## config.mk

```make
export PLATFORM = sky130hd
export DESIGN_NAME = fdc_fan_duty_ctrl
export DESIGN_NICKNAME = d
export VERILOG_FILES = /design/src/fdc_pkg.sv /design/src/fdc_duty_ramp.sv /design/src/fdc_fan_duty_ctrl.sv /design/src/fdc_pwm_gen.sv
export VERILOG_INCLUDE_DIRS = /design/src
export SDC_FILE = /design/constraint.sdc
export NUM_CORES = 1
export LEC_CHECK = 0
export BUFFER_PORTS_ARGS = -buffer_cell sky130_fd_sc_hd__buf_2
export CAP_MARGIN = 20
export CORE_MARGIN = 2
export CORE_UTILIZATION = 60
export CTS_CLUSTER_DIAMETER = 60
export DETAILED_ROUTE_END_ITERATION = 10
export PLACE_DENSITY = 0.78
export RECOVER_POWER = 50
export SYNTH_ARGS = -nofsm -noshare
export SYNTH_HDL_FRONTEND = slang
export SYNTH_SLANG_ARGS = --single-unit
```

## constraint.sdc

```tcl
create_clock -name mclk -period 13.1 [get_ports mclk]
set_clock_uncertainty 0.15 [all_clocks]
set_input_delay 2.62 -clock mclk [delete_from_list [all_inputs] [get_ports mclk]]
set_output_delay 2.62 -clock mclk [all_outputs]
set_load 0.005 [all_outputs]
```

## src/fdc_defs.svh

```systemverilog
// register offsets, field positions, reset values and timing counts of the fan duty control
`ifndef FDC_DEFS_SVH
`define FDC_DEFS_SVH

// ************************************************************
// register offsets
// ************************************************************
`define FDC_OFS_CFG 8'h02
`define FDC_OFS_MASK 8'h06
`define FDC_OFS_START 8'h07
`define FDC_OFS_MAX 8'h08
`define FDC_OFS_TARGET 8'h09
`define FDC_OFS_PRESENT 8'h0A
`define FDC_OFS_FANCFG 8'h0D
`define FDC_OFS_RATE 8'h0E

// ************************************************************
// reset values
// ************************************************************
`define FDC_RST_CFG 8'h00
`define FDC_RST_MASK 8'h00
`define FDC_RST_START 8'h60
`define FDC_RST_MAX 8'hF0
`define FDC_RST_TARGET 8'h00
`define FDC_RST_PRESENT 8'h00
`define FDC_RST_FANCFG 8'h00
`define FDC_RST_RATE 8'hA0

// ************************************************************
// field positions
// ************************************************************
`define FDC_CFG_TIMEOUT 5
`define FDC_CFG_INVERT 4
`define FDC_CFG_MINDUTY 3
`define FDC_CFG_SPINDIS 2
`define FDC_MASK_REMOTE 7
`define FDC_MASK_LOCAL 6
`define FDC_FANCFG_REMOTE 5
`define FDC_FANCFG_LOCAL 4
`define FDC_RATE_HI 7
`define FDC_RATE_LO 5

// ************************************************************
// duty scale and timing
// ************************************************************
`define FDC_DUTY_FULL 8'hF0
`define FDC_DUTY_STEP 8'h02
`define FDC_DUTY_MINCAP 8'h02
`define FDC_CLK_HZ 25000000
`define FDC_RATE_BASE_US 62500
`define FDC_RATE_BASE_CYC ((`FDC_RATE_BASE_US * (`FDC_CLK_HZ / 1000000)))
`define FDC_SPINUP_MS 2000
`define FDC_SPINUP_CYC ((`FDC_SPINUP_MS * (`FDC_CLK_HZ / 1000)))
`define FDC_SLOT_DIV 16'd3156

`endif

```

## src/fdc_pkg.sv

```systemverilog
// types shared by the fan duty control modules
`default_nettype none
package fdc_pkg;
  // duty value, 240 is full duty
  typedef logic [7:0] fdc_duty_t;
  // ramp controller states
  typedef enum logic [1:0] {FDC_RUN, FDC_SPIN} fdc_ramp_st_t;
endpackage
`default_nettype wire

```

## src/fdc_duty_ramp.sv

```systemverilog
// duty ramp: moves the actual duty toward the target, with fan spin-up
`timescale 1ns/1ns
`default_nettype none
`include "fdc_defs.svh"
module fdc_duty_ramp
  import fdc_pkg::*;
#(
  parameter int unsigned RATE_BASE_CYC = `FDC_RATE_BASE_CYC,
  parameter int unsigned SPINUP_CYC = `FDC_SPINUP_CYC
) (
  input wire logic mclk,
  input wire logic rst,
  input wire fdc_duty_t target,
  input wire logic [2:0] rate_code,
  input wire logic spin_dis,
  output fdc_duty_t duty
);
  // ************************************************************
  // ramp state
  // ************************************************************
  fdc_ramp_st_t st_ff, nxt_st; // run or spin-up
  logic [31:0] cnt_ff, nxt_cnt; // interval or spin-up timer
  fdc_duty_t duty_ff, nxt_duty; // actual duty
  logic [31:0] ivl; // cycles between increments

  // interval doubles with each code step above one
  function automatic logic [31:0] fdc_interval(input logic [2:0] code);
    fdc_interval = 32'(RATE_BASE_CYC) << (code - 3'd1);
  endfunction

  // next state, timer and duty
  always_comb begin
    ivl = fdc_interval(rate_code);
    nxt_st = st_ff;
    nxt_cnt = cnt_ff;
    nxt_duty = duty_ff;
    case (st_ff)
      FDC_RUN: begin
        if (!spin_dis && duty_ff == 8'h00 && target != 8'h00) begin
          nxt_st = FDC_SPIN;
          nxt_cnt = 32'h0000_0000;
          nxt_duty = `FDC_DUTY_FULL;
        end else if (rate_code == 3'b000) begin
          nxt_cnt = 32'h0000_0000;
          nxt_duty = target;
        end else if (cnt_ff >= ivl - 32'h0000_0001) begin
          nxt_cnt = 32'h0000_0000;
          if (duty_ff < target) begin
            nxt_duty = (target - duty_ff < `FDC_DUTY_STEP) ? target : duty_ff + `FDC_DUTY_STEP;
          end else if (duty_ff > target) begin
            nxt_duty = (duty_ff - target < `FDC_DUTY_STEP) ? target : duty_ff - `FDC_DUTY_STEP;
          end
        end else begin
          nxt_cnt = cnt_ff + 32'h0000_0001;
        end
      end
      FDC_SPIN: begin
        // full drive until the spin-up time has run out, then jump to target
        nxt_cnt = cnt_ff + 32'h0000_0001;
        if (cnt_ff >= 32'(SPINUP_CYC) - 32'h0000_0001) begin
          nxt_st = FDC_RUN;
          nxt_cnt = 32'h0000_0000;
          nxt_duty = target;
        end
      end
      default: begin
        nxt_st = FDC_RUN;
        nxt_cnt = 32'h0000_0000;
        nxt_duty = 8'h00;
      end
    endcase
  end

  // registers
  always_ff @(posedge mclk or posedge rst) begin
    if (rst) begin
      st_ff <= FDC_RUN;
      cnt_ff <= 32'h0000_0000;
      duty_ff <= `FDC_RST_PRESENT;
    end else begin
      st_ff <= nxt_st;
      cnt_ff <= nxt_cnt;
      duty_ff <= nxt_duty;
    end
  end

  assign duty = duty_ff;
endmodule // fdc_duty_ramp
`default_nettype wire

```

## src/fdc_fan_duty_ctrl.sv

```systemverilog
// fan duty control: registers, target derivation, alert masking, ramp and pwm
`timescale 1ns/1ns
`default_nettype none
`include "fdc_defs.svh"

// Functional notes
// - config bit 5 zero enables bus timeout
// - config bit 4 sets full-duty output level
// - bit 3 clear: zero duty below threshold
// - bit 3 set: start duty below threshold
// - config bit 2 set skips spin-up
// - mask bit 7 blocks remote alert
// - mask bit 6 blocks local alert
// - alert mask resets to zero
// - start duty above 240 means full
// - start duty resets to 60h
// - maximum duty caps automatic duty, 2..240
// - maximum duty resets to F0h
// - manual mode ignores maximum duty
// - automatic target register holds computed duty
// - nonzero rate ramps duty gradually
// - manual target written by software is used
// - target duty resets to zero
// - present duty reads driven duty, resets zero
// - fan config 5 and 4 zero: manual
// - manual target above 240 clipped
// - rate field sets step interval, 000 immediate
module fdc_fan_duty_ctrl
  import fdc_pkg::*;
#(
  parameter int unsigned RATE_BASE_CYC = `FDC_RATE_BASE_CYC,
  parameter int unsigned SPINUP_CYC = `FDC_SPINUP_CYC
) (
  input wire logic mclk,
  input wire logic rst,
  input wire logic [7:0] reg_addr, // register offset from the bus engine
  input wire logic reg_wr, // one-cycle write strobe
  input wire logic [7:0] reg_wdata, // write byte
  input wire logic reg_rd, // one-cycle read strobe
  output logic [7:0] reg_rdata, // read byte, valid the cycle after reg_rd
  input wire logic remote_fault, // remote channel over limit
  input wire logic local_fault, // local channel over limit
  input wire logic temp_below_start, // temperature below fan-start threshold
  input wire logic [7:0] temp_step_duty, // duty added above start by temperature steps
  output logic fan_drive_output, // pwm drive
  output logic overheat_alert_n, // alert, low when asserted
  output logic bus_timeout_en // bus engine timeout enable
);
  // ************************************************************
  // helpers
  // ************************************************************

  // values above full duty read as full duty
  function automatic fdc_duty_t fdc_clip240(input fdc_duty_t v);
    fdc_clip240 = (v > `FDC_DUTY_FULL) ? `FDC_DUTY_FULL : v;
  endfunction

  // saturating add limited to full duty
  function automatic fdc_duty_t fdc_add240(input fdc_duty_t a, input fdc_duty_t b);
    logic [8:0] s;
    s = {1'b0, a} + {1'b0, b};
    fdc_add240 = (s > {1'b0, `FDC_DUTY_FULL}) ? `FDC_DUTY_FULL : s[7:0];
  endfunction

  // ************************************************************
  // register file
  // ************************************************************
  logic [7:0] cfg_ff, nxt_cfg; // configuration byte
  logic [7:0] mask_ff, nxt_mask; // alert channel mask
  logic [7:0] start_ff, nxt_start; // fan-start duty
  logic [7:0] max_ff, nxt_max; // maximum duty
  logic [7:0] fancfg_ff, nxt_fancfg; // fan configuration
  logic [7:0] rate_ff, nxt_rate; // rate of change
  logic [7:0] target_ff, nxt_target; // target duty
  logic [7:0] rdata_ff, nxt_rdata; // read data
  logic auto_mode; // either temperature source selected
  fdc_duty_t auto_target; // target from temperature
  fdc_duty_t present_duty; // duty now on the output

  // write decode and target register update
  always_comb begin
    nxt_cfg = cfg_ff;
    nxt_mask = mask_ff;
    nxt_start = start_ff;
    nxt_max = max_ff;
    nxt_fancfg = fancfg_ff;
    nxt_rate = rate_ff;
    nxt_target = target_ff;
    if (reg_wr) begin
      case (reg_addr)
        // bits 7:6 are stored as written; keeping them zero is up to software
        `FDC_OFS_CFG: nxt_cfg = reg_wdata;
        `FDC_OFS_MASK: nxt_mask = reg_wdata;
        `FDC_OFS_START: nxt_start = reg_wdata;
        `FDC_OFS_MAX: nxt_max = reg_wdata;
        `FDC_OFS_FANCFG: nxt_fancfg = reg_wdata;
        `FDC_OFS_RATE: nxt_rate = reg_wdata;
        `FDC_OFS_TARGET: nxt_target = fdc_clip240(reg_wdata);
        // present duty and unmapped offsets ignore writes
        default: begin
        end
      endcase
    end
    // hardware owns the target in automatic mode
    if (auto_mode) begin
      nxt_target = auto_target;
    end
  end

  // register storage, power-on values
  always_ff @(posedge mclk or posedge rst) begin
    if (rst) begin
      cfg_ff <= `FDC_RST_CFG;
      mask_ff <= `FDC_RST_MASK;
      start_ff <= `FDC_RST_START;
      max_ff <= `FDC_RST_MAX;
      fancfg_ff <= `FDC_RST_FANCFG;
      rate_ff <= `FDC_RST_RATE;
      target_ff <= `FDC_RST_TARGET;
    end else begin
      cfg_ff <= nxt_cfg;
      mask_ff <= nxt_mask;
      start_ff <= nxt_start;
      max_ff <= nxt_max;
      fancfg_ff <= nxt_fancfg;
      rate_ff <= nxt_rate;
      target_ff <= nxt_target;
    end
  end

  // ************************************************************
  // read path
  // ************************************************************

  // read mux; the byte is latched so the bus engine sees a stable value
  always_comb begin
    nxt_rdata = rdata_ff;
    if (reg_rd) begin
      case (reg_addr)
        `FDC_OFS_CFG: nxt_rdata = cfg_ff;
        `FDC_OFS_MASK: nxt_rdata = mask_ff;
        `FDC_OFS_START: nxt_rdata = start_ff;
        `FDC_OFS_MAX: nxt_rdata = max_ff;
        `FDC_OFS_TARGET: nxt_rdata = target_ff;
        `FDC_OFS_PRESENT: nxt_rdata = present_duty;
        `FDC_OFS_FANCFG: nxt_rdata = fancfg_ff;
        `FDC_OFS_RATE: nxt_rdata = rate_ff;
        // offsets outside this block answer zero
        default: nxt_rdata = 8'h00;
      endcase
    end
  end

  // read data register
  always_ff @(posedge mclk or posedge rst) begin
    if (rst) begin
      rdata_ff <= 8'h00;
    end else begin
      rdata_ff <= nxt_rdata;
    end
  end

  assign reg_rdata = rdata_ff;

  // ************************************************************
  // automatic target derivation
  // ************************************************************
  fdc_duty_t start_c; // start duty within scale
  fdc_duty_t max_c; // cap within 2..240
  fdc_duty_t raw_duty; // duty before the cap

  // target from threshold state, start duty and temperature steps
  always_comb begin
    // both source bits clear selects manual
    auto_mode = fancfg_ff[`FDC_FANCFG_REMOTE] | fancfg_ff[`FDC_FANCFG_LOCAL];
    start_c = fdc_clip240(start_ff);
    max_c = fdc_clip240(max_ff);
    if (max_c < `FDC_DUTY_MINCAP) begin
      max_c = `FDC_DUTY_MINCAP;
    end
    if (temp_below_start) begin
      raw_duty = cfg_ff[`FDC_CFG_MINDUTY] ? start_c : 8'h00;
    end else begin
      // rises from the start duty as the temperature climbs
      raw_duty = fdc_add240(start_c, temp_step_duty);
    end
    auto_target = (raw_duty > max_c) ? max_c : raw_duty;
  end

  // ************************************************************
  // duty ramp and waveform
  // ************************************************************

  fdc_duty_ramp #(
    .RATE_BASE_CYC(RATE_BASE_CYC),
    .SPINUP_CYC(SPINUP_CYC)
  ) u_ramp (
    .mclk(mclk),
    .rst(rst),
    .target(target_ff),
    .rate_code(rate_ff[`FDC_RATE_HI:`FDC_RATE_LO]),
    .spin_dis(cfg_ff[`FDC_CFG_SPINDIS]),
    .duty(present_duty)
  );

  // output waveform with programmable polarity
  fdc_pwm_gen u_pwm (
    .mclk(mclk),
    .rst(rst),
    .duty(present_duty),
    .invert(cfg_ff[`FDC_CFG_INVERT]),
    .pwm_out(fan_drive_output)
  );

  // ************************************************************
  // alert and timeout outputs
  // ************************************************************
  logic alert_n_ff, nxt_alert_n; // registered alert level
  logic tmo_ff, nxt_tmo; // registered timeout enable

  // masked fault merge; timeout is the inverse of its disable bit
  always_comb begin
    nxt_alert_n = ~((remote_fault & ~mask_ff[`FDC_MASK_REMOTE]) |
                    (local_fault & ~mask_ff[`FDC_MASK_LOCAL]));
    nxt_tmo = ~cfg_ff[`FDC_CFG_TIMEOUT];
  end

  // output registers; alert idles released after reset
  always_ff @(posedge mclk or posedge rst) begin
    if (rst) begin
      alert_n_ff <= 1'b1;
      tmo_ff <= 1'b1;
    end else begin
      alert_n_ff <= nxt_alert_n;
      tmo_ff <= nxt_tmo;
    end
  end

  assign overheat_alert_n = alert_n_ff;
  assign bus_timeout_en = tmo_ff;
endmodule // fdc_fan_duty_ctrl
`default_nettype wire

```

## src/fdc_pwm_gen.sv

```systemverilog
// pwm waveform generator: 240 slots per period compared against the duty
`timescale 1ns/1ns
`default_nettype none
`include "fdc_defs.svh"
module fdc_pwm_gen
  import fdc_pkg::*;
(
  input wire logic mclk,
  input wire logic rst,
  input wire fdc_duty_t duty,
  input wire logic invert,
  output logic pwm_out
);
  // ************************************************************
  // slot timing
  // ************************************************************
  logic [15:0] div_ff, nxt_div; // clocks per slot
  logic [7:0] slot_ff, nxt_slot; // slot within the period
  logic pwm_ff, nxt_pwm; // registered drive level
  logic active; // slot is inside the duty window

  // next slot counter, output polarity
  always_comb begin
    nxt_div = div_ff + 16'h0001;
    nxt_slot = slot_ff;
    if (div_ff == `FDC_SLOT_DIV - 16'h0001) begin
      nxt_div = 16'h0000;
      nxt_slot = (slot_ff == `FDC_DUTY_FULL - 8'h01) ? 8'h00 : slot_ff + 8'h01;
    end
    active = (slot_ff < duty);
    nxt_pwm = invert ? active : ~active;
  end

  // registers
  always_ff @(posedge mclk or posedge rst) begin
    if (rst) begin
      div_ff <= 16'h0000;
      slot_ff <= 8'h00;
      pwm_ff <= 1'b1;
    end else begin
      div_ff <= nxt_div;
      slot_ff <= nxt_slot;
      pwm_ff <= nxt_pwm;
    end
  end

  assign pwm_out = pwm_ff;
endmodule // fdc_pwm_gen
`default_nettype wire
```

# [Word level (Yosys, flattened, before mapping)]
# Cells that the tools add are included.
[totals] reg_bits=133 out_inout_bits=11
[op_classes] addsub=10 magnitude_cmp=13 n_eq_ne=15 n_shift=1 n_mux=32 bitwise_logic=9 reduce_logical=18
[op_table] op="8-bit 2-to-1 mux" count=20
[op_table] op="32-bit 2-to-1 mux" count=4
[op_table] op="32-bit case mux with 2 select lines" count=1
[op_table] op="8-bit case mux with 8 select lines" count=1
[op_table] op="8-bit by 4-bit == test with 1-bit output, second input constant" count=5
[op_table] op="32-bit by 1-bit adder with 32-bit output, second input constant" count=1
[op_table] op="32-bit by 26-bit >= comparator with 1-bit output, second input constant" count=1
[op_table] op="32-bit >= comparator" count=1
[op_table] op="21-bit by 3-bit left shift with 32-bit output, first input constant" count=1
[op_table] op="32-bit by 1-bit subtractor with 32-bit output, second input constant" count=1
[op_table] op="8-bit greater-than comparator, second input constant" count=3
[op_table] op="8-bit by 2-bit < comparator with 1-bit output, second input constant" count=3
[op_table] op="16-bit by 1-bit adder with 16-bit output, second input constant" count=1
[op_table] op="16-bit by 12-bit == test with 1-bit output, second input constant" count=1
[op_table] op="8-bit by 3-bit == test with 1-bit output, second input constant" count=2
[op_table] op="8-bit greater-than comparator" count=2
[op_table] op="8-bit < comparator" count=2
[op_table] op="16-bit 2-to-1 mux" count=1
[op_table] op="8-bit case mux with 2 select lines" count=1
[op_table] op="2-bit AND reduction" count=8
[op_table] op="8-bit subtractor" count=2
[op_table] op="8-bit by 8-bit adder with 9-bit output" count=1
[op_table] op="9-bit by 8-bit greater-than comparator with 1-bit output, second input constant" count=1
[op_table] op="8-bit by 1-bit adder with 8-bit output, second input constant" count=1
[op_table] op="23 further kinds" count=33

# [Depth between registers and ports, before layout]
# Gate-level depths: netlist of run 1.
[depth] depth_word=9 mapped_depth=23 depth_no_buf=20

# [By module]
# From an unflattened synthesis of run 1, not the netlist that was laid out.
[unflattened] cells_unflattened=1067 hier_area_um2=9745.6
[modules_own_cells] module="fdc_duty_ramp" n_inst=1 cells_each=532 area_per_inst_um2=4254.1 seq_area_each_um2=1026.0
[modules_own_cells] module="fdc_fan_duty_ctrl" n_inst=1 cells_each=399 area_per_inst_um2=4121.5 seq_area_each_um2=1664.1
[modules_own_cells] module="fdc_pwm_gen" n_inst=1 cells_each=136 area_per_inst_um2=1370.1 seq_area_each_um2=626.9

# [Worst setup path after synthesis of run 1]
# OpenSTA, ideal clock, no wires.
[synth_timing] path_kind="input to register" start="input temp_step_duty[0]" end="register target_ff[4]" setup_time_ns=0.137 arrival_ns=6.295 required_time_ns=12.813 setup_slack_ns=6.518 path_stages=19 cell_sequence="ha_1 > fa_1 > a21o_1 > a211o_1 > a2111oi_0 > nor3_1 > nor2_1 > and2_1 > a22o_1 > ha_1 > nor2b_1 > o21a_1 > o21a_1 > o21ai_0 > a21oi_1 > o22ai_1 > clkbuf_1 > mux2i_1 > a21oi_1"
[synth_between] elab_chain_cells=7
[synth_lines] item="start, declared" line="fdc_fan_duty_ctrl.sv:44" source="input wire logic [7:0] temp_step_duty,"
[synth_lines] item="8-bit by 8-bit adder with 9-bit output (*)" line="fdc_fan_duty_ctrl.sv:61" source="s = {1'b0, a} + {1'b0, b};"
[synth_lines] item="9-bit by 8-bit greater-than comparator with 1-bit output" line="fdc_fan_duty_ctrl.sv:62" source="fdc_add240 = (s > {1'b0, `FDC_DUTY_FULL}) ? `FDC_DUTY_FULL : s[7:0];"
[synth_lines] item="8-bit 2-to-1 mux (*)" line="fdc_fan_duty_ctrl.sv:62"
[synth_lines] item="8-bit 2-to-1 mux (*)" line="fdc_fan_duty_ctrl.sv:181" source="if (temp_below_start) begin"
[synth_lines] item="8-bit greater-than comparator" line="fdc_fan_duty_ctrl.sv:187" source="auto_target = (raw_duty > max_c) ? max_c : raw_duty;"
[synth_lines] item="8-bit 2-to-1 mux (*)" line="fdc_fan_duty_ctrl.sv:187"
[synth_lines] item="8-bit 2-to-1 mux (*)" line="fdc_fan_duty_ctrl.sv:105" source="if (auto_mode) begin"
[synth_lines] item="end signal, assigned" line="fdc_fan_duty_ctrl.sv:119" source="target_ff <= `FDC_RST_TARGET;"
[synth_lines] item="end signal, assigned" line="fdc_fan_duty_ctrl.sv:127" source="target_ff <= nxt_target;"
[synth_lines] item="end, declared" line="fdc_fan_duty_ctrl.sv:74" source="logic [7:0] target_ff, nxt_target;"
# Mark *: on every way between the ends. The rest lies on a longest branch, timed or not.
# A chain may end at the register's enable or synchronous reset.

==> results of run 1 <==
## final timing paths
| path | to | slack, ns | cells past startpoint |
|---|---|---|---|
| worst max register to register | u_ramp.duty[2]$_DFFE_PP0P_ | 6.77 | 20 |
| worst max-delay path | u_ramp.duty[7]$_DFFE_PP0P_ | 5.93 | 3 |
| worst min-delay path | u_pwm.div_ff[0]$_DFF_PP0_ | 0.32 | 1 |
| max in group mclk | target_ff[0]$_DFFE_PP0P_ | 6.24 | 19 |
| worst min register to register | u_pwm.div_ff[0]$_DFF_PP0_ | 0.32 | 1 |
| min in group asynchronous | u_pwm.slot_ff[1]$_DFFE_PP0N_ | 3.01 | 2 |
## logic make-up after synthesis
kind of cell / count (synthesis)
compound gates: 204
xor+xnor: 64
fa+ha+maj: 83
buf+inv: 92
flops: 132
mux: 68
other cells: 1
simple gates: 355
## cells in the mapped netlist (13+ instances only)
cell and instances:
mux2i_1 13, clkbuf_1 26, ha_1 80, a21oi_1 46
nand3_1 38, mux2_2 46, nor3_1 27, nand4_1 20
o22ai_1 15, and3_1 17, nor2_1 88, xnor2_1 33
dfrtp_1 121, nand2_1 77, xor2_1 31, o21ai_0 35
inv_1 52
## through the flow
| step | hold WS [ns] | total power [mW] | std cells |
|---|---|---|---|
| 6_report | 0.3228 | 1.744 | 1249 |
| 5_1_grt | 0.3528 | 1.833 | 1249 |
| 4_1_cts | 0.3295 | 1.722 | 1249 |
| 3_5_place_dp | 0.2945 | 1.195 | 1217 |
| 3_3_place_gp | 0.2859 | 1.181 | 1217 |
| 2_1_floorplan | 0.2218 | 1.043 | 1001 |
## sequential cells by signal, indices dropped and copies added (netlist names)
| name | count |
|---|---|
| mask_ff | 8 |
| u_pwm.slot_ff | 8 |
| bus_timeout_en | 1 |
| rate_ff | 8 |
| u_pwm.pwm_out | 1 |
| u_ramp.st_ff | 1 |
| u_pwm.div_ff | 16 |
| overheat_alert_n | 1 |
| reg_rdata | 8 |
| target_ff | 8 |
| start_ff | 8 |
| max_ff | 8 |
| cfg_ff | 8 |
| u_ramp.cnt_ff | 32 |
| u_ramp.duty | 8 |
| fancfg_ff | 8 |
## final cells by class
type | count | area, um^2 | area share
timing repair buffer | 44 | 216.5 | 0.02084
clock buffer | 17 | 425.4 | 0.04095
clock inverter | 15 | 216.5 | 0.02084
multi-input combinational | 777 | 5749 | 0.5534
sequential | 132 | 3317 | 0.3193
inverter | 53 | 200.2 | 0.01927
tap | 211 | 264.0 | 0.02541
## power breakdown
| group | switching [mW] | internal, mW |
|---|---|---|
| Sequential | 0.0867 | 0.443 |
| Combinational | 0.408 | 0.280 |
| Clock | 0.203 | 0.324 |
## per-layer routing
metal,vias up,part of all wire
li1,3725,-
met1,3770,0.43
met2,338,0.47
met3,58,0.070
met4,0,0.030
met5,-,0
## worst register-to-register path: stages (launching register included)
cell	delay, ns
dfstp_2	0.42
inv_1	0.17
ha_1	0.48
inv_1	0.15
ha_1	0.83
nand2_1	0.30
ha_1	0.30
nor2b_1	0.18
nand4b_1	0.16
o21ai_0	0.10
nand2_1	0.10
o21ai_0	0.09
ha_1	0.33
and3_1	0.17
o2111ai_1	0.13
a31oi_1	0.20
o311ai_0	0.30
a21oi_4	0.77
nand2b_2	0.40
or3_1	0.41
o21ai_1	0.12
## cell usage in the layout (no fill, tap or decap), drive strengths merged, types with 13 or more instances in the layout
cell | synthesis | routed
nor2 | 88 | 88
dfrtp | 121 | 121
a211oi | 15 | 15
and3 | 17 | 17
ha | 80 | 80
mux2 | 47 | 47
buf | 13 | 37
a21oi | 49 | 49
clkbuf | 26 | 24
nand3 | 38 | 38
nor3 | 31 | 31
inv | 53 | 59
nand2 | 77 | 77
xor2 | 31 | 31
o22ai | 15 | 15
mux2i | 13 | 13
o21ai | 39 | 39
xnor2 | 33 | 33
nand4 | 20 | 20
==> impl_results.rst, run 1 <==
.. list-table::
   :header-rows: 1

   * - Metric
     - Value
   * - Outcome
     - finished, violations left
   * - Violated checks
     - max-capacitance violations, max-slew violations
   * - Std cell rows
     - 45
   * - Worst endpoint data arrival time
     - roughly 6.9 ns
   * - CTS clock-pin slew for the worst setup and hold paths
     - about 0.060 ns
   * - Fraction of the yosys area taken by sequential cells
     - 0.3507
   * - Count of nets left with antenna violations after detail routing
     - 0
   * - Area share of xor/xnor cells in the synthesized design
     - 0.05926
   * - Worst ir drop on vdd
     - 0.0001123 V
   * - Worst-skew pair later-pin latency
     - between 0.4 and 0.5 ns
   * - Syn avg cell area
     - 9.469 um^2
   * - Startpoint-to-endpoint class of the critical path
     - primary input to async pin
   * - Max Transition Viols Final
     - 135
   * - Critical Path Sink Type
     - async pin
   * - Hold-fix buffers at CTS
     - 0
   * - Last weighted congestion value of the routability-driven placer
     - 0.9796
   * - Worst Max-Slew Pin Slew
     - around 3.3 ns
   * - Core utilization of the finished layout
     - 0.6784
   * - Gr busiest metal
     - met2
   * - Number of gates given a new drive strength after cts
     - 0
   * - Routed via count divided by cell count
     - 6.318
   * - TritonCTS Buffers
     - 17
   * - Cell taking the most area after synthesis
     - dfrtp_1
   * - Residual DRC count
     - 0
   * - Cell with the largest stage delay on the worst path
     - clkbuf_1
   * - Fin Setup TNS
     - 0 ns
   * - CTS H-tree depth
     - 4
   * - Maximum achievable frequency
     - 139.5 MHz
   * - Final worst path period need
     - 7.170 ns
   * - Critical Path RT
     - 12.82 ns
   * - Full die area
     - 0.01679 mm^2
   * - Setup fix buffers added after clock tree synthesis
     - 0
   * - Post-synthesis mux area share
     - 0.08876
   * - GR Util met3
     - 0.05450
   * - Starting density of the core
     - 0.6176
   * - Leftover overflow at the end of global routing
     - 0
   * - Layout cell share with drive strength beyond 1
     - 0.1541
   * - Routed wirelength normalized by instance count
     - around 19 um
   * - Compound-cell area share of the yosys netlist
     - 0.1529
   * - Area fraction in and, or, nand and nor cells after synthesis
     - 0.1955
   * - Cell type group with the largest total delay on the critical path
     - buffers and inverters
   * - FF-to-FF Start
     - rate_ff[5]$_DFFE_PP1P_
   * - Total count of hold-check failures in the final report
     - 0
   * - Master cell of the clock root buffer
     - clkbuf_16
   * - Share of synthesized cell area in full adder, half adder and majority cells
     - 0.1122
   * - Area fraction of the dominant cell type after synthesis
     - 0.3201
   * - Synth Register Bits
     - approximately 130
   * - Half-perimeter wire length after detailed placement
     - 16.41 mm
   * - Largest net degree at the start of global routing
     - 76
   * - Fill cells
     - 1,239
   * - Setup slack after layout
     - slightly below 6 ns
   * - Total leakage power
     - 4.699 nW
   * - TritonCTS clock tree
     - done
   * - Critical path buffers and inverters
     - 3
   * - Syn. warnings
     - 0
   * - Placeable Area
     - about 0.015 mm^2
   * - Number of nets in the finished design
     - 1,139
   * - Initial antenna violation count
     - 0
   * - Distinct cell type count after synthesis
     - 86
   * - Met2 Usage GRT
     - 0.4764
   * - Final routed wirelength across all metal layers
     - between 20 and 25 mm
   * - Combinational family with the most area after synthesis
     - simple AND/OR/NAND/NOR gates
   * - Placement Setup Slack
     - 5.862 ns
   * - Crit path max fanout
     - 75
   * - Power per cell area
     - 167.8 mW/mm^2
   * - CTS Buffer Depth
     - 2
   * - Dominant cells by area after synthesis
     - dfrtp_1 (32%), ha_1 (11%), mux2_2 (5.5%), nor2_1 (3.5%), dfstp_2 (3.1%)
   * - Horiz. Die Dim
     - 129.6 um
   * - Post-Layout Inst Area
     - between 0.01 and 0.015 mm^2
   * - Final setup violating endpoints
     - 0
   * - Area of placed instances
     - 0.009781 mm^2
   * - Start point of the worst min-delay path
     - u_pwm.div_ff[0]$_DFF_PP0_
   * - Instance count of the mapped netlist
     - roughly 1,000
   * - Unrepaired setup endpoints after global routing
     - false
   * - Via count
     - 7,891
   * - Die height
     - 129.6 um
   * - Number of global-route vias before repair
     - between 7,000 and 8,000
   * - Asr flop ratio synth
     - 1.000
   * - Final period utilization
     - 0.5474
   * - Max-Cap Viols
     - 3
   * - Number of search-and-repair iterations in the first detailed-routing pass
     - 5
   * - Biggest cell delay along the critical path
     - between 2 and 2.5 ns
   * - Most instantiated flip-flop cell in the synthesis netlist
     - dfrtp_1
   * - Launching element of the worst setup path
     - rst
   * - Area grow syn2layout
     - 9.828%
   * - Count of antenna diodes in the layout
     - 0
   * - Hold crit path type
     - register to register
   * - Worst-path cell chain
     - buf_2 > clkinvlp_2 > clkbuf_1
   * - Cell Area, Synth
     - between 0.009 and 0.01 mm^2
   * - Slew Limit Headroom
     - -1.228
   * - Port bufs
     - 41
   * - Global-route wire length before repair
     - 38.83 mm
   * - Number of clock sinks
     - 132
   * - Number of top-level design ports
     - 42
   * - Type of origin of the critical path
     - primary input
   * - GR Util All Layers
     - 0.2934
   * - Met1 track demand over resource in global routing
     - 0.3921
   * - Iteration-0 DRC Markers
     - 695
   * - Count of flip-flops with a built-in enable after synthesis
     - 0
Note: power is estimated with default switching activity, not from simulation.
==> run 2: changes to the inputs <==
Settings changed: CORE_UTILIZATION 60 to 57.
Clock period 13.1 ns to 5.8 ns, I/O delays scaled along.
==> run 2 against run 1 <==
The flow still finishes with violations (max-capacitance violations, max-slew violations); global-route usage is 2.9 points lower; final cell count up 0.96%; sequential share of layout area grew 0.069 points; setup slack worse by 5.5 ns; count of clock-buffer cells in the layout is 2 higher; sequential power up 120%; die area grew 5.1%; cell area fell by 0.22%; clock power rose by 96%; critical endpoint is now u_ramp.duty[1]$_DFFE_PP0P_.
==> impl_results.rst, run 2 (synthesis results as in run 1) <==
.. list-table::
   :header-rows: 1

   * - Metric
     - Value
   * - Number of clock sinks
     - 132 (unchanged)
   * - Starting density of the core
     - 0.5765 (-0.04112)
   * - Total leakage power
     - 4.688 nW (-0.23%)
   * - Worst endpoint data arrival time
     - 5.53 ns (-1.36 ns)
   * - CTS H-tree depth
     - 4 (unchanged)
   * - Biggest cell delay along the critical path
     - 0.64 ns (-1.61 ns)
   * - Number of global-route vias before repair
     - 7,534 (-3.3%)
   * - Routed wirelength normalized by instance count
     - 17.93 um (-3.7%)
   * - Horiz. Die Dim
     - 132.8 um (+2.5%)
   * - Most frequent cells in the layout
     - dfrtp_1 (121), nor2_1 (88), ha_1 (80)
   * - Largest net degree at the start of global routing
     - 90 (+18%)
   * - Max-Cap Viols
     - 1 (-2)
   * - Register containing the most flip-flops in the final layout
     - u_ramp.cnt_ff
   * - Violated checks
     - max-capacitance violations, max-slew violations
   * - Largest register FFs
     - 32 (unchanged)
   * - Critical Path Sink Type
     - register
   * - Count of antenna diodes in the layout
     - 0 (unchanged)
   * - Setup fix buffers added after clock tree synthesis
     - 0 (unchanged)
   * - Worst ir drop on vdd
     - 0.0002531 V (+130%)
   * - Most common library cell in the layout ignoring fill and taps
     - dfrtp_1
   * - Number of gates given a new drive strength after cts
     - 0 (unchanged)
   * - Cell with the largest stage delay on the worst path
     - dfstp_2
   * - Slew Limit Headroom
     - -1.209 (+0.01907)
   * - Global-route wire length before repair
     - 37.58 mm (-3.2%)
   * - Initial antenna violation count
     - 0 (unchanged)
   * - Number of nets in the finished design
     - 1,142 (+0.26%)
   * - Area grow syn2layout
     - 9.590%
   * - Placeable Area
     - 0.01641 mm^2 (+7.1%)
   * - Routed via count divided by cell count
     - 6.259 (-0.93%)
   * - Power per cell area
     - 363.7 mW/mm^2 (+120%)
   * - Critical Path RT
     - 5.95 ns (-6.87 ns)
   * - TritonCTS clock tree
     - done
   * - Layout cell share with drive strength beyond 1
     - 0.1604 (+0.006280)
   * - TritonCTS Buffers
     - 17 (unchanged)
   * - Final period utilization
     - 0.9272
   * - Placement Setup Slack
     - 0.2805 ns (-5.581 ns)
   * - Setup slack after layout
     - 0.4224 ns (-5.507 ns)
   * - Worst-path cell chain
     - inv_1 > ha_1 > inv_1 > ha_1 > buf_4 > nor3_1 > a21oi_1 > or2_2 > a21oi_1 > nand4_1 > nand2_1 > ha_1 > a21oi_1 > a211oi_1 > a2111o_1 > a211oi_2 > a21oi_4 > nand2b_2 > o22ai_1 > a221o_1
   * - Last weighted congestion value of the routability-driven placer
     - 0.9485 (-3.2%)
   * - Via count
     - 7,893 (+0.025%)
   * - Startpoint-to-endpoint class of the critical path
     - register to register
   * - Std cell rows
     - 47 (+4.4%)
   * - Power consumption
     - 3.770 mW (+120%)
   * - Number of top-level design ports
     - 42 (unchanged)
   * - Fill cells
     - 1,349 (+8.9%)
   * - GR Util All Layers
     - 0.2644 (-0.02903)
   * - Final setup violating endpoints
     - 0 (unchanged)
   * - Die height
     - 132.8 um (+2.5%)
   * - Smallest hold slack
     - 0.3161 ns (-0.006760 ns)
   * - Final routed wirelength across all metal layers
     - 22.61 mm (-2.8%)
   * - Hold crit path type
     - register to register
   * - Fin Setup TNS
     - 0 ns (unchanged)
   * - Largest registers ranked by flip-flop count
     - u_ramp.cnt_ff: 32 flops, u_pwm.div_ff: 16 flops
   * - Leftover overflow at the end of global routing
     - 0 (unchanged)
   * - Unrepaired setup endpoints after global routing
     - false
   * - Crit path max fanout
     - 28 (-63%)
   * - Worst-skew pair later-pin latency
     - 0.43 ns (about the same)
   * - Final worst path period need
     - 5.378 ns
   * - CTS clock-pin slew for the worst setup and hold paths
     - 0.07 ns (about the same)
   * - Max Transition Viols Final
     - 90 (-33%)
   * - CTS Buffer Depth
     - 2 (unchanged)
   * - Type of origin of the critical path
     - register
   * - Master cell of the clock root buffer
     - clkbuf_16
   * - Hold-fix buffers at CTS
     - 0 (unchanged)
   * - Iteration-0 DRC Markers
     - 628 (-9.6%)
   * - Full die area
     - 0.01764 mm^2 (+5.1%)
   * - Worst Max-Slew Pin Slew
     - 3.310 ns (-0.01397 ns)
   * - Half-perimeter wire length after detailed placement
     - 16.19 mm (-1.3%)
   * - Outcome
     - finished, violations left
   * - Core utilization of the finished layout
     - 0.6318 (-0.04653)
   * - Total count of hold-check failures in the final report
     - 0 (unchanged)
   * - Port bufs
     - 41 (unchanged)
   * - Number of search-and-repair iterations in the first detailed-routing pass
     - 8 (+3)
   * - Residual DRC count
     - 0 (unchanged)
   * - Count of nets left with antenna violations after detail routing
     - 0 (unchanged)
   * - Maximum achievable frequency
     - 186.0 MHz
==> run 2: worst paths after layout <==
path | from | end | slack, ns | cells after the start
worst max register to register | rate_ff[5]$_DFFE_PP1P_ | u_ramp.duty[1]$_DFFE_PP0P_ | 0.42 | 20
worst min-delay path | cfg_ff[5]$_DFFE_PP0P_ | bus_timeout_en$_DFF_PP1_ | 0.32 | 1
worst min register to register | cfg_ff[5]$_DFFE_PP0P_ | bus_timeout_en$_DFF_PP1_ | 0.32 | 1
worst max-delay path | rate_ff[5]$_DFFE_PP1P_ | u_ramp.duty[1]$_DFFE_PP0P_ | 0.42 | 20
min in group asynchronous | rst | u_pwm.slot_ff[4]$_DFFE_PP0N_ | 1.80 | 2
max in group asynchronous | rst | u_pwm.slot_ff[6]$_DFFE_PP0N_ | 1.26 | 3
==> run 2: per-stage QoR <==
step / std cells / area (um^2)
floorplan: 1001 / 9467
global placement: 1228 / 9807
detailed placement: 1228 / 9807
CTS: 1260 / 10380
global route: 1261 / 10370
finish: 1261 / 10370
==> run 2: layout make-up <==
type	count	area [um^2]	area share
clock buffers	19	442.9	0.04273
inverters	53	198.9	0.01919
multi-input cells	778	5771	0.5567
clock inverters	13	125.1	0.01207
repair buffers	46	236.5	0.02281
well taps	220	275.3	0.02655
flip-flops and latches	132	3317	0.3200
==> run 2: where the power goes <==
group          switching, mW  total [mW]  leakage (nW)  internal, mW
registers              0.191        1.19          1.73          1.00
logic                  0.913        1.55          2.70         0.633
clock network          0.427        1.03         0.263         0.605
==> run 2: metal layers <==
layer  vias to the layer above  track usage  routed length, um
li1                       3726            -                  -
met1                      3842       0.3672              10350
met2                       282       0.4168              10510
met3                        43      0.05019               1257
met4                         0      0.09140                491
met5                         -            0                  0
==> run 2: critical path: cells and delay by family (launching register included) <==
family,cells,cell delay (ns)
compound gates,9,1.96
simple gates,5,1.10
fa+ha+maj,3,0.88
flops,1,0.64
buf+inv,3,0.52
